===== src/verilog/scc_map.svh =====
// register offsets, field positions, reset values and timing counts of the sleep and clock control block
`ifndef SCC_MAP_SVH
`define SCC_MAP_SVH
`define SCC_OFF_CLKEN 8'h00
`define SCC_OFF_SYSSEL 8'h04
`define SCC_OFF_PLL 8'h08
`define SCC_OFF_CAL32K 8'h0c
`define SCC_OFF_SLEEP 8'h10
`define SCC_OFF_PWRRED 8'h14
`define SCC_OFF_STATUS 8'h18
`define SCC_OFF_WAKEEN 8'h1c
`define SCC_OFF_EXTSEL 8'h20
`define SCC_CLKEN_OSC32K 0
`define SCC_CLKEN_XOSC32K 1
`define SCC_CLKEN_XOSC 2
`define SCC_CLKEN_OSC2M 3
`define SCC_CLKEN_OSC32M 4
`define SCC_CLKEN_PLL 5
`define SCC_CLKEN_FLC2M 6
`define SCC_CLKEN_FLC32M 7
`define SCC_CLKEN_RST 8'h08
`define SCC_SYSSEL_RST 3'h0
`define SCC_PLL_MUL_RST 5'h01
`define SCC_PLL_MUL_MIN 5'h01
`define SCC_PLL_MUL_MAX 5'h1f
`define SCC_CAL32K_RST 8'h80
`define SCC_SLEEP_EN 0
`define SCC_SLEEP_MODE_LSB 1
`define SCC_PRESC_RST 4'h0
`define SCC_WAKE_HALT_NS 400
`define SCC_CLK_PERIOD_NS 100
`define SCC_WAKE_HALT_CYC ((`SCC_WAKE_HALT_NS + `SCC_CLK_PERIOD_NS - 1) / `SCC_CLK_PERIOD_NS)
`endif


===== src/verilog/scc_pkg.sv =====
// types of the sleep and clock control block
`default_nettype none
package scc_pkg;
  typedef enum logic [2:0] {
    scc_sm_idle = 3'h0,
    scc_sm_pdown = 3'h2,
    scc_sm_psave = 3'h3,
    scc_sm_standby = 3'h6,
    scc_sm_estandby = 3'h7
  } scc_sleep_mode_e;
  typedef enum logic [2:0] {
    scc_sys_osc2m = 3'h0,
    scc_sys_osc32m = 3'h1,
    scc_sys_osc32k = 3'h2,
    scc_sys_xosc = 3'h3,
    scc_sys_pll = 3'h4
  } scc_sys_src_e;
  typedef enum logic [3:0] {
    scc_st_active = 4'b0001,
    scc_st_sleep = 4'b0010,
    scc_st_halt = 4'b0100,
    scc_st_resume = 4'b1000
  } scc_state_e;
endpackage
`default_nettype wire


===== src/verilog/scc_top.sv =====
// sleep and clock source control with axi4-lite register slave
// Contract
// - after reset system clock runs from 2mhz oscillator, other sources, calibrators, pll off
// - tiny-power 32khz oscillator on only while something uses it; gives 1khz tick
// - tiny-power oscillator selectable as timekeeping and display clock source
// - 32.768khz oscillator calibration writable; 32.768khz and 1.024khz outputs provided
// - enableable frequency-lock calibrators trim the 2mhz and 32mhz oscillators
// - pll multiplication factor software-selected from 1 to 31
// - external clock accepted on main crystal input or any port c pin
// - five sleep modes, each entered from active by the sleep instruction
// - on wake, higher-priority pending interrupts first, then wake handler, then next instruction
// - cpu held halted four cycles after every wake-up
// - state kept during sleep; reset in sleep restarts at reset vector
// - enabled interrupts and reset sources wake the device, per mode wake sources
// - per-peripheral clock gating freezes peripheral, usable in active and idle
// - idle stops cpu and nvm after programming ends; peripherals keep running
// - power-down stops every clock but an enabled 32.768khz oscillator, timekeeping counter clock included; selected tiny-power oscillator keeps running
// - power-down wakes only on twi address match, async port, usb resume
// - power-save like power-down but enabled timekeeping counter runs and wakes
// - power-save keeps enabled display running, frame-complete interrupt wakes
// - standby like power-down but enabled clock sources keep running
// - extended standby like power-save with enabled clock sources kept running
// - every reset disables all clock sources except the 2mhz and tiny-power oscillators
// - system clock source and prescalers changeable by software at any time
`timescale 1ns/1ps
`default_nettype none
`include "scc_map.svh"
module scc_top (
  input wire logic aclk,
  input wire logic aresetn,
  input wire logic [31:0] s_axi_awaddr,
  input wire logic s_axi_awvalid,
  output logic s_axi_awready,
  input wire logic [31:0] s_axi_wdata,
  input wire logic [3:0] s_axi_wstrb,
  input wire logic s_axi_wvalid,
  output logic s_axi_wready,
  output logic [1:0] s_axi_bresp,
  output logic s_axi_bvalid,
  input wire logic s_axi_bready,
  input wire logic [31:0] s_axi_araddr,
  input wire logic s_axi_arvalid,
  output logic s_axi_arready,
  output logic [31:0] s_axi_rdata,
  output logic [1:0] s_axi_rresp,
  output logic s_axi_rvalid,
  input wire logic s_axi_rready,
  input wire logic sleep_instr,
  input wire logic nvm_busy,
  input wire logic irq_any,
  input wire logic irq_higher_pending,
  input wire logic irq_twi_addr_match,
  input wire logic irq_port_async,
  input wire logic irq_usb_resume,
  input wire logic irq_rtc,
  input wire logic irq_lcd_frame,
  input wire logic rtc_enabled,
  input wire logic lcd_enabled,
  input wire logic tiny_power_osc_tick,
  input wire logic osc32k_tick,
  input wire logic osc_locked,
  output logic cpu_run,
  output logic cpu_halted,
  output logic nvm_clk_en,
  output logic service_higher_first,
  output logic resume_next_instr,
  output logic [7:0] periph_clk_en,
  output logic int_ctrl_clk_en,
  output logic rtc_clk_en,
  output logic lcd_clk_en,
  output logic [7:0] osc_en,
  output logic tiny_power_osc_en,
  output logic tiny_power_1khz,
  output logic osc32k_1024hz,
  output logic osc32k_32768hz,
  output logic [2:0] sys_clk_sel,
  output logic [3:0] sys_presc,
  output logic [4:0] pll_mul,
  output logic [7:0] osc32k_cal,
  output logic [1:0] rtc_src_sel,
  output logic [1:0] lcd_src_sel,
  output logic ext_clk_on_port_c,
  output logic [2:0] ext_clk_pin
);
  import scc_pkg::*;

  function automatic logic [31:0] wmerge(input logic [31:0] old, input logic [31:0] d, input logic [3:0] s);
    logic [31:0] r;
    r = old;
    for (int i = 0; i < 4; i++) begin
      if (s[i]) begin
        r[i*8 +: 8] = d[i*8 +: 8];
      end
    end
    return r;
  endfunction

  function automatic logic known_off(input logic [7:0] a);
    return (a == `SCC_OFF_CLKEN) || (a == `SCC_OFF_SYSSEL) || (a == `SCC_OFF_PLL) || (a == `SCC_OFF_CAL32K) ||
           (a == `SCC_OFF_SLEEP) || (a == `SCC_OFF_PWRRED) || (a == `SCC_OFF_STATUS) ||
           (a == `SCC_OFF_WAKEEN) || (a == `SCC_OFF_EXTSEL);
  endfunction

  // axi write channel: address and data latched in either order
  logic aw_held, w_held;
  logic [7:0] aw_addr;
  logic [31:0] w_data;
  logic [3:0] w_strb;
  logic wr_fire;
  assign s_axi_awready = !aw_held && !s_axi_bvalid;
  assign s_axi_wready = !w_held && !s_axi_bvalid;
  assign wr_fire = aw_held && w_held && !s_axi_bvalid;

  always_ff @(posedge aclk) begin
    if (!aresetn) begin
      aw_held <= 1'b0;
      aw_addr <= 8'h00;
    end else if (s_axi_awvalid && s_axi_awready) begin
      aw_held <= 1'b1;
      aw_addr <= s_axi_awaddr[7:0];
    end else if (wr_fire) begin
      aw_held <= 1'b0;
    end
  end

  always_ff @(posedge aclk) begin
    if (!aresetn) begin
      w_held <= 1'b0;
      w_data <= 32'h0000_0000;
      w_strb <= 4'h0;
    end else if (s_axi_wvalid && s_axi_wready) begin
      w_held <= 1'b1;
      w_data <= s_axi_wdata;
      w_strb <= s_axi_wstrb;
    end else if (wr_fire) begin
      w_held <= 1'b0;
    end
  end

  always_ff @(posedge aclk) begin
    if (!aresetn) begin
      s_axi_bvalid <= 1'b0;
      s_axi_bresp <= 2'h0;
    end else if (wr_fire) begin
      s_axi_bvalid <= 1'b1;
      s_axi_bresp <= known_off(aw_addr) ? 2'h0 : 2'h2;
    end else if (s_axi_bready) begin
      s_axi_bvalid <= 1'b0;
    end
  end

  function automatic logic wr_hit(input logic [7:0] off, input logic fire, input logic [7:0] a);
    return fire && (a == off);
  endfunction

  // control registers; reset brings every source but the 2mhz and tiny-power ones down
  logic [7:0] clk_en_reg;
  logic [31:0] wv;
  assign wv = wmerge(32'h0000_0000, w_data, w_strb);

  always_ff @(posedge aclk) begin
    if (!aresetn) begin
      clk_en_reg <= `SCC_CLKEN_RST;
    end else if (wr_hit(`SCC_OFF_CLKEN, wr_fire, aw_addr) && w_strb[0]) begin
      clk_en_reg <= wv[7:0];
    end
  end

  // source select and prescaler may change at any time
  always_ff @(posedge aclk) begin
    if (!aresetn) begin
      sys_clk_sel <= `SCC_SYSSEL_RST;
      sys_presc <= `SCC_PRESC_RST;
    end else if (wr_hit(`SCC_OFF_SYSSEL, wr_fire, aw_addr) && w_strb[0]) begin
      sys_clk_sel <= w_data[2:0];
      sys_presc <= w_data[7:4];
    end
  end

  // factor of zero is refused and keeps the old value
  always_ff @(posedge aclk) begin
    if (!aresetn) begin
      pll_mul <= `SCC_PLL_MUL_RST;
    end else if (wr_hit(`SCC_OFF_PLL, wr_fire, aw_addr) && w_strb[0] && (w_data[4:0] >= `SCC_PLL_MUL_MIN)) begin
      pll_mul <= w_data[4:0];
    end
  end

  always_ff @(posedge aclk) begin
    if (!aresetn) begin
      osc32k_cal <= `SCC_CAL32K_RST;
    end else if (wr_hit(`SCC_OFF_CAL32K, wr_fire, aw_addr) && w_strb[0]) begin
      osc32k_cal <= w_data[7:0];
    end
  end

  logic sleep_en;
  scc_sleep_mode_e sleep_mode;
  always_ff @(posedge aclk) begin
    if (!aresetn) begin
      sleep_en <= 1'b0;
      sleep_mode <= scc_sm_idle;
    end else if (wr_hit(`SCC_OFF_SLEEP, wr_fire, aw_addr) && w_strb[0]) begin
      sleep_en <= w_data[`SCC_SLEEP_EN];
      sleep_mode <= scc_sleep_mode_e'(w_data[`SCC_SLEEP_MODE_LSB +: 3]);
    end
  end

  logic [7:0] pwr_red;
  always_ff @(posedge aclk) begin
    if (!aresetn) begin
      pwr_red <= 8'h00;
    end else if (wr_hit(`SCC_OFF_PWRRED, wr_fire, aw_addr) && w_strb[0]) begin
      pwr_red <= w_data[7:0];
    end
  end

  logic wake_en;
  always_ff @(posedge aclk) begin
    if (!aresetn) begin
      wake_en <= 1'b1;
    end else if (wr_hit(`SCC_OFF_WAKEEN, wr_fire, aw_addr) && w_strb[0]) begin
      wake_en <= w_data[0];
    end
  end

  always_ff @(posedge aclk) begin
    if (!aresetn) begin
      rtc_src_sel <= 2'h0;
      lcd_src_sel <= 2'h0;
      ext_clk_on_port_c <= 1'b0;
      ext_clk_pin <= 3'h0;
    end else if (wr_hit(`SCC_OFF_EXTSEL, wr_fire, aw_addr) && w_strb[0]) begin
      rtc_src_sel <= w_data[1:0];
      lcd_src_sel <= w_data[3:2];
      ext_clk_on_port_c <= w_data[4];
      ext_clk_pin <= w_data[7:5];
    end
  end

  // sleep sequencer
  scc_state_e state, next_state;
  logic [2:0] halt_cnt;
  logic wake_req;

  always_comb begin
    wake_req = 1'b0;
    unique case (sleep_mode)
      scc_sm_idle: wake_req = irq_any;
      scc_sm_pdown, scc_sm_standby: wake_req = irq_twi_addr_match || irq_port_async || irq_usb_resume;
      scc_sm_psave, scc_sm_estandby: wake_req = irq_twi_addr_match || irq_port_async || irq_usb_resume ||
                                    (rtc_enabled && irq_rtc) || (lcd_enabled && irq_lcd_frame);
      default: wake_req = irq_any;
    endcase
    wake_req = wake_req && wake_en;
  end

  always_comb begin
    next_state = state;
    unique case (state)
      scc_st_active: if (sleep_instr && sleep_en) next_state = scc_st_sleep;
      scc_st_sleep: if (wake_req) next_state = scc_st_halt;
      scc_st_halt: if (halt_cnt == 3'(`SCC_WAKE_HALT_CYC - 1)) next_state = scc_st_resume;
      scc_st_resume: next_state = scc_st_active;
    endcase
  end

  // reset during sleep lands in active, i.e. restart at the reset vector
  always_ff @(posedge aclk) begin
    if (!aresetn) begin
      state <= scc_st_active;
    end else begin
      state <= next_state;
    end
  end

  always_ff @(posedge aclk) begin
    if (!aresetn) begin
      halt_cnt <= 3'h0;
    end else if (state == scc_st_halt) begin
      halt_cnt <= halt_cnt + 3'h1;
    end else begin
      halt_cnt <= 3'h0;
    end
  end

  // clock gating outputs registered so glitch-free changes
  logic asleep;
  assign asleep = (state == scc_st_sleep);
  logic mode_keeps_src, mode_keeps_rtc;
  assign mode_keeps_src = (sleep_mode == scc_sm_idle) || (sleep_mode == scc_sm_standby) || (sleep_mode == scc_sm_estandby);
  assign mode_keeps_rtc = (sleep_mode == scc_sm_idle) || (sleep_mode == scc_sm_psave) || (sleep_mode == scc_sm_estandby);

  always_ff @(posedge aclk) begin
    if (!aresetn) begin
      cpu_run <= 1'b1;
      cpu_halted <= 1'b0;
      nvm_clk_en <= 1'b1;
      service_higher_first <= 1'b0;
      resume_next_instr <= 1'b0;
    end else begin
      cpu_run <= (next_state == scc_st_active) || (next_state == scc_st_resume);
      cpu_halted <= (next_state == scc_st_sleep) || (next_state == scc_st_halt);
      // nvm stops only once ongoing programming is done
      nvm_clk_en <= !(next_state == scc_st_sleep) || nvm_busy;
      service_higher_first <= (next_state == scc_st_resume) && irq_higher_pending;
      resume_next_instr <= (next_state == scc_st_resume);
    end
  end

  always_ff @(posedge aclk) begin
    if (!aresetn) begin
      periph_clk_en <= 8'hff;
      int_ctrl_clk_en <= 1'b1;
      rtc_clk_en <= 1'b0;
      lcd_clk_en <= 1'b0;
      osc_en <= `SCC_CLKEN_RST;
    end else begin
      periph_clk_en <= (asleep && sleep_mode != scc_sm_idle) ? 8'h00 : ~pwr_red;
      int_ctrl_clk_en <= !asleep || (sleep_mode == scc_sm_idle);
      rtc_clk_en <= rtc_enabled && (!asleep || mode_keeps_rtc);
      lcd_clk_en <= lcd_enabled && (!asleep || mode_keeps_rtc);
      osc_en <= (asleep && !mode_keeps_src) ? (clk_en_reg & 8'(1 << `SCC_CLKEN_OSC32K)) : clk_en_reg;
    end
  end

  // tiny-power osc demanded by any user that selects it (select code 1)
  always_ff @(posedge aclk) begin
    if (!aresetn) begin
      tiny_power_osc_en <= 1'b1;
    end else begin
      tiny_power_osc_en <= (rtc_enabled && rtc_src_sel == 2'h1) || (lcd_enabled && lcd_src_sel == 2'h1);
    end
  end

  always_ff @(posedge aclk) begin
    if (!aresetn) begin
      tiny_power_1khz <= 1'b0;
      osc32k_1024hz <= 1'b0;
      osc32k_32768hz <= 1'b0;
    end else begin
      tiny_power_1khz <= tiny_power_osc_en && tiny_power_osc_tick;
      osc32k_1024hz <= osc_en[`SCC_CLKEN_OSC32K] && osc32k_tick;
      osc32k_32768hz <= osc_en[`SCC_CLKEN_OSC32K];
    end
  end

  // read channel, one cycle latency
  logic [31:0] rd_mux;
  always_comb begin
    rd_mux = 32'h0000_0000;
    unique case (s_axi_araddr[7:0])
      `SCC_OFF_CLKEN: rd_mux = {24'h0, clk_en_reg};
      `SCC_OFF_SYSSEL: rd_mux = {24'h0, sys_presc, 1'b0, sys_clk_sel};
      `SCC_OFF_PLL: rd_mux = {27'h0, pll_mul};
      `SCC_OFF_CAL32K: rd_mux = {24'h0, osc32k_cal};
      `SCC_OFF_SLEEP: rd_mux = {28'h0, sleep_mode, sleep_en};
      `SCC_OFF_PWRRED: rd_mux = {24'h0, pwr_red};
      `SCC_OFF_STATUS: rd_mux = {23'h0, osc_locked, tiny_power_osc_en, state, halt_cnt};
      `SCC_OFF_WAKEEN: rd_mux = {31'h0, wake_en};
      `SCC_OFF_EXTSEL: rd_mux = {24'h0, ext_clk_pin, ext_clk_on_port_c, lcd_src_sel, rtc_src_sel};
      default: rd_mux = 32'h0000_0000;
    endcase
  end

  assign s_axi_arready = !s_axi_rvalid;
  always_ff @(posedge aclk) begin
    if (!aresetn) begin
      s_axi_rvalid <= 1'b0;
      s_axi_rdata <= 32'h0000_0000;
      s_axi_rresp <= 2'h0;
    end else if (s_axi_arvalid && s_axi_arready) begin
      s_axi_rvalid <= 1'b1;
      s_axi_rdata <= rd_mux;
      s_axi_rresp <= known_off(s_axi_araddr[7:0]) ? 2'h0 : 2'h2;
    end else if (s_axi_rready) begin
      s_axi_rvalid <= 1'b0;
    end
  end
endmodule
`default_nettype wire


===== config.mk =====
export PLATFORM = sky130hd
export DESIGN_NAME = scc_top
export DESIGN_NICKNAME = d
export VERILOG_FILES = /design/src/verilog/scc_pkg.sv /design/src/verilog/scc_top.sv
export VERILOG_INCLUDE_DIRS = /design/src /design/src/verilog
export SDC_FILE = /design/constraint.sdc
export NUM_CORES = 1
export LEC_CHECK = 0
export ABC_AREA = 1
export BUFFER_PORTS_ARGS = -buffer_cell sky130_fd_sc_hd__buf_2
export CORE_MARGIN = 8
export CORE_UTILIZATION = 43
export DETAILED_ROUTE_END_ITERATION = 10
export PLACE_DENSITY = 0.84
export SETUP_SLACK_MARGIN = 0.4
export SYNTH_ARGS = -nofsm -noshare
export SYNTH_HDL_FRONTEND = slang
export SYNTH_SLANG_ARGS = --single-unit
export TNS_END_PERCENT = 20

===== constraint.sdc =====
create_clock -name aclk -period 1.4 [get_ports aclk]
set_input_delay 0.28 -clock aclk [delete_from_list [all_inputs] [get_ports aclk]]
set_output_delay 0.28 -clock aclk [all_outputs]
set_load 0.01 [all_outputs]

After elaboration in Yosys (flattened, before gate mapping)

Cells that the tools add are included.

Magnitude comparators: 1
Bitwise logic cells: 2
Reduce and logical (&&, ||, !) cells: 86
Add/subtract/negate cells: 1
Mux-type cells: 18
Eq/ne operators: 31

Operators with widths:

| cell                                                 | count |
|---|---|
| case mux 9 bit (9 select lines)                      | 1 |
| == test 8 x 5 -> 1 bit (second input constant)       | 8 |
| logical AND 1 bit                                    | 37 |
| == test 8 x 4 -> 1 bit (second input constant)       | 4 |
| logical OR 1 bit                                     | 30 |
| == test 8 x 3 -> 1 bit (second input constant)       | 2 |
| == test 8 x 6 -> 1 bit (second input constant)       | 2 |
| zero test 8 bit                                      | 2 |
| two-way mux 4 bit                                    | 4 |
| two-way mux 8 bit                                    | 2 |
| case mux 4 bit (4 select lines)                      | 1 |
| == test 3 x 2 -> 1 bit (second input constant)       | 3 |
| == test 4 x 1 -> 1 bit (second input constant)       | 2 |
| == test 4 x 2 -> 1 bit (second input constant)       | 2 |
| == test 4 x 3 -> 1 bit (second input constant)       | 2 |
| == test 4 bit (second input constant)                | 2 |
| inverter 8 bit                                       | 1 |
| nonzero test 2 bit                                   | 4 |
| zero test 1 bit                                      | 7 |
| two-way mux 1 bit                                    | 7 |
| == test 3 bit (second input constant)                | 2 |
| OR reduction 2 bit                                   | 3 |
| >= comparator 5 x 1 -> 1 bit (second input constant) | 1 |
| == test 2 x 1 -> 1 bit (second input constant)       | 2 |
| other kinds (7)                                      | 8 |

Word-level logic and storage cells: 179
Output and inout port bits: 97
Bits in registers: 141
Input port bits: 121

Depth between registers and ports, before layout

Word-level depth: 11
Gate-level depth with buffers: 11
Mapped depth without buffers: 10

Worst setup path after synthesis

Ideal clock, no wire load.

Kind: register to register
Start point: register s_axi_bvalid
End point: register osc32k_cal[3]
Buffers on the path: 1
Arrival time: 1.248 ns
Period minus slack after synthesis: 1.368 ns
Data required time: 1.280 ns
Library setup time: 0.120 ns
Cell stages (with the launch flop): 11
Slack: 0.032 ns
Cell sequence: dfxtp_1 > nor2_2 > inv_2 > nor2_8 > nand2_2 > clkinv_2 > nand2_4 > clkinv_4 > buf_8 > o21ai_1 > a21oi_2

Longest elaborated chain between the ends: 4

RTL lines:

| what                   | RTL line       | text |
|---|---|---|
| from (decl)            | scc_top.sv:39  | `output logic s_axi_bvalid,` |
| from (signal assigned) | scc_top.sv:142 | `s_axi_bvalid <= 1'b0;` |
| from (signal assigned) | scc_top.sv:145 | `s_axi_bvalid <= 1'b1;` |
| from (signal assigned) | scc_top.sv:148 | `s_axi_bvalid <= 1'b0;` |
| zero test 1 bit        | scc_top.sv:112 | `assign wr_fire = aw_held && w_held && !s_axi_bvalid;` |
| logical AND 1 bit      | scc_top.sv:112 |  |
| logical AND 1 bit      | scc_top.sv:153 | `return fire && (a == off);` |
| logical AND 1 bit      | scc_top.sv:192 | `` end else if (wr_hit(`SCC_OFF_CAL32K, wr_fire, aw_addr) && w_strb[0]) begin `` |
| to (signal assigned)   | scc_top.sv:191 | `` osc32k_cal <= `SCC_CAL32K_RST; `` |
| to (signal assigned)   | scc_top.sv:193 | `osc32k_cal <= w_data[7:0];` |
| to (decl)              | scc_top.sv:79  | `output logic [7:0] osc32k_cal,` |

No other way between the ends.
A chain may end at the register's enable or synchronous reset.

Worst setup path in the final report

Start point: register aw_addr[0]
End point: register ext_clk_on_port_c

Longest elaborated chain between the ends: 3

RTL lines:

| what                   | RTL line       | text |
|---|---|---|
| from (decl)            | scc_top.sv:106 | `logic [7:0] aw_addr;` |
| from (signal assigned) | scc_top.sv:120 | `aw_addr <= s_axi_awaddr[7:0];` |
| == test 8 x 6 -> 1 bit | scc_top.sv:153 |  |
| logical AND 1 bit      | scc_top.sv:153 |  |
| logical AND 1 bit      | scc_top.sv:233 | `` end else if (wr_hit(`SCC_OFF_EXTSEL, wr_fire, aw_addr) && w_strb[0]) begin `` |
| to (signal assigned)   | scc_top.sv:236 | `ext_clk_on_port_c <= w_data[4];` |
| to (decl)              | scc_top.sv:82  | `output logic ext_clk_on_port_c,` |

No other way between the ends.

==> results.md <==
- CTS Buf Count: 17
- Commonest cells post-synth: sky130_fd_sc_hd__dfxtp_1, sky130_fd_sc_hd__nand2_1, sky130_fd_sc_hd__nor2_1
- Crit Reg-Reg Startpoint: aw_addr[0]$_SDFFE_PN0P_
- Port buffer count: 117
- Area post-placement: 5969 sq um
- Clock transition at the registers of the reported paths: 0.06 ns
- First-pass GRT wire length: 25.42 mm
- Final critical-path required period: 1.519 ns
- Width of the chip: 123.6 um
- Final number of max-transition violations: 0
- Share of synthesized area occupied by flip-flops and latches: 46.68%
- Violation count after the first detailed-route iteration: 709
- Kind of end point of the critical path: flip-flop
- Final core area utilization: 67.44%
- Worst reg2reg endpoint: ext_clk_on_port_c$_SDFFE_PN0P_
- Number of different library cells in the post-synthesis netlist: 41
- Cell depth of the worst hold path: 2
- Type of the most critical hold path: in2reg
- Reg with most FFs: s_axi_rdata
- Synth Instances: 664
- Layout cell share with drive strength beyond 1: about half
- Fraction of synthesized cell area taken by the top area cell type: 46.68%
- Number of violations of the max-capacitance limit: 0
- Most frequent cell after synthesis: sky130_fd_sc_hd__dfxtp_1
- Maximum fanout along the worst path: 16
- Worst path setup slack after routing: -0.1187 ns
- Final Hold Fails: 0
- Die Y: 123.6 um
- Setup repair after global routing missed its margin: true
- Result of the run: complete, but fails checks
- Pwr/cell area: 1106 nW/um^2
- Commonest register cell after synthesis: sky130_fd_sc_hd__dfxtp_1
- Detailed-route wire length per cell: 20.24 um
- Crit-path cells: inv_2 -> nand2_4 -> nor3_4 -> nand4_1 -> nor2_4 -> buf_12 -> o21ai_0 -> a21oi_1
- Area of all placed cells without fillers: 7667 sq um
- Delay of the slowest cell on the worst path: 0.31 ns
- DR vias/cell: 5.668
- Num rows: 39
- Startpoint types: flip-flop
- Signed area change from the synthesized netlist to the final layout: 54.12%
- Final antenna-violating net count: 0
- Drt pass-1 iters: 6
- Aggregate global-route resource usage: 21.79%
- Endpoint arrival time on the critical path: 1.85 ns
- Async set or reset register ratio after synthesis: 0%
- Via count of the first global-routing pass: 5002
- Post-route fraction of the period consumed by the critical path: 108.5%
- Peak Freq: 658.5 MHz
- Clock tree sinks: between 100 and 150
- Total via count in the routed design: roughly 5700
- Worst Hold Slack: about 0.053 ns
- Number of warnings reported in the yosys synthesis log: 0
- Top post-synthesis cells by area: sky130_fd_sc_hd__dfxtp_1, sky130_fd_sc_hd__nand2_1, sky130_fd_sc_hd__a21oi_1
- Number of flip-flops in the largest register: 9
- Critical path required time: 1.74 ns
- Minimum setup slack among reg-to-reg paths: -0.12 ns
- I/O pin cnt: 218
- Clk Tree Root Cell: sky130_fd_sc_hd__clkbuf_16
- Placed cell count: 952
- Number of antenna violations at the first check in global routing: 0
- Count of inserted antenna diode cells: 0
- Residual DRC count: 0
- Total of flip-flops plus latches after synthesis: roughly 120
- Largest net degree at the start of global routing: 29
- Cell type of the slowest stage on the worst timing path: sky130_fd_sc_hd__dfxtp_2
- Min-delay src: nvm_busy
- Final routed wirelength across all metal layers: just over 20 mm
- Destination of the worst hold path: nvm_clk_en$_SDFF_PN1_
- Setup skew after layout: 0.008033 ns
- Number of buffers on the longest clock path: 2
- Post-synthesis cell area: 4975 sq um
- Final setup violation count: 25
- CTS tree: built
- Final GP Congestion: 0.9270
- Maximum vdd drop: 0.6612 mV
- Clk_lat worst skew: 0.42 ns
- Post-synthesis cell type with the largest combined area: sky130_fd_sc_hd__dfxtp_1
- Violations in the final reports: setup timing
- Global route total overflow: 0
- Number of enable flip-flop cells after synthesis: 0
- Layout net count: 974
- Worst-case reg-to-reg path depth: 8
- Hold buffer count at CTS: 0
- Area inside the core boundary: 11370 sq um
- Estimated wirelength of the detail-placed design: about 11 mm
- Clock H-tree levels: 4
- Initial cell density of the core: 43.75%
- Category of the most critical setup path: reg2reg
- Leakage power figure: roughly 0.0034 uW
- Synthesized area divided by synthesized cell count: around 7.5 sq um
- Die area: 15270 sq um
- Layout Cells excl Fill: 1007
## worst max-delay path, delay by kind of cell (launching register included)
| kind | cells | cell delay [ns] |
|---|---|---|
| AND/OR/NAND/NOR | 4 | 0.61 |
| AO/OA/AOI/OAI | 2 | 0.29 |
| flip-flops | 1 | 0.31 |
| buffers and inverters | 2 | 0.22 |
## cell usage in the layout (no fill, tap or decap), drive strengths merged, types with 2 or more instances in the layout
cell,n
a211oi,8
a21oi,66
buf,187
bufinv,2
clkbuf,23
clkinv,9
clkinvlp,3
conb,25
dfxtp,116
ha,2
inv,75
nand2,118
nand3,52
nand3b,2
nand4,5
nor2,81
nor3,6
o211ai,3
o21ai,74
## layout make-up
type / instances / area, sq um
fillers: 783 / 3702
multi-input cells: 449 / 2771
flip-flops and latches: 116 / 2392
repair buffers: 188 / 1416
clock buffers: 22 / 454.2
inverters: 78 / 337.8
well taps: 143 / 178.9
clock inverters: 10 / 107.6
repair inverters: 1 / 8.758
## what timing repair did
item	4_1_cts	5_1_grt
buffers inserted	10	9
pin swaps	9	64
gates cloned	3	1
endpoints found under the setup margin	175	182
gates resized for setup	46	230
## stage by stage
| step | TNS, ns | setup WS (ns) | power [uW] |
|---|---|---|---|
| after global routing | -3.421 | -0.1742 | 8696 |
| after CTS | 0 | 0.009505 | 8255 |
| after detailed placement | -1.861 | -0.1701 | 4114 |
| final | -1.102 | -0.1187 | 8477 |
| after floorplan | 0 | 0.1090 | 3874 |
| after global placement | -1.414 | -0.1752 | 4097 |
## power by group
part	total, uW	switching [uW]	internal (uW)	leakage (uW)
combinational	843	520	323	0.00221
clock	4190	1540	2640	0.000270
sequential	3450	78.2	3370	0.000957
## logic make-up after synthesis
logic type	Yosys count	synth area share, %
and+or+nand+nor	265	23.69
AOI/OAI and AO/OA	155	16.90
buffers and inverters	125	12.15
DFF	116	46.68
adders and majority gates	2	0.5029
other	1	0.07538
## worst max path at each step
stage                                      to               startpoint  cells past startpoint  slack [ns]
2_1_floorplan     lcd_src_sel[1]$_SDFFE_PN0P_  aw_addr[0]$_SDFFE_PN0P_                      8        0.11
3_3_place_gp      s_axi_rdata[1]$_SDFFE_PN0P_          s_axi_araddr[7]                     10       -0.18
3_5_place_dp      s_axi_rdata[1]$_SDFFE_PN0P_          s_axi_araddr[7]                     10       -0.17
4_1_cts           rtc_src_sel[0]$_SDFFE_PN0P_     aw_held$_SDFFE_PN0P_                      9        0.01
5_1_grt           ext_clk_pin[0]$_SDFFE_PN0P_  aw_addr[0]$_SDFFE_PN0P_                      8       -0.17
6_report       ext_clk_on_port_c$_SDFFE_PN0P_  aw_addr[0]$_SDFFE_PN0P_                      8       -0.12
## per-layer routing
layer,up-vias,GRT usage [%],routed length (um)
met2,455,36.60,9409
met4,0,12.04,1564
li1,2511,-,-
met1,2596,24.13,6894
met3,146,6.849,2509
met5,-,0,0
Note: power is estimated with default switching activity, not from simulation.
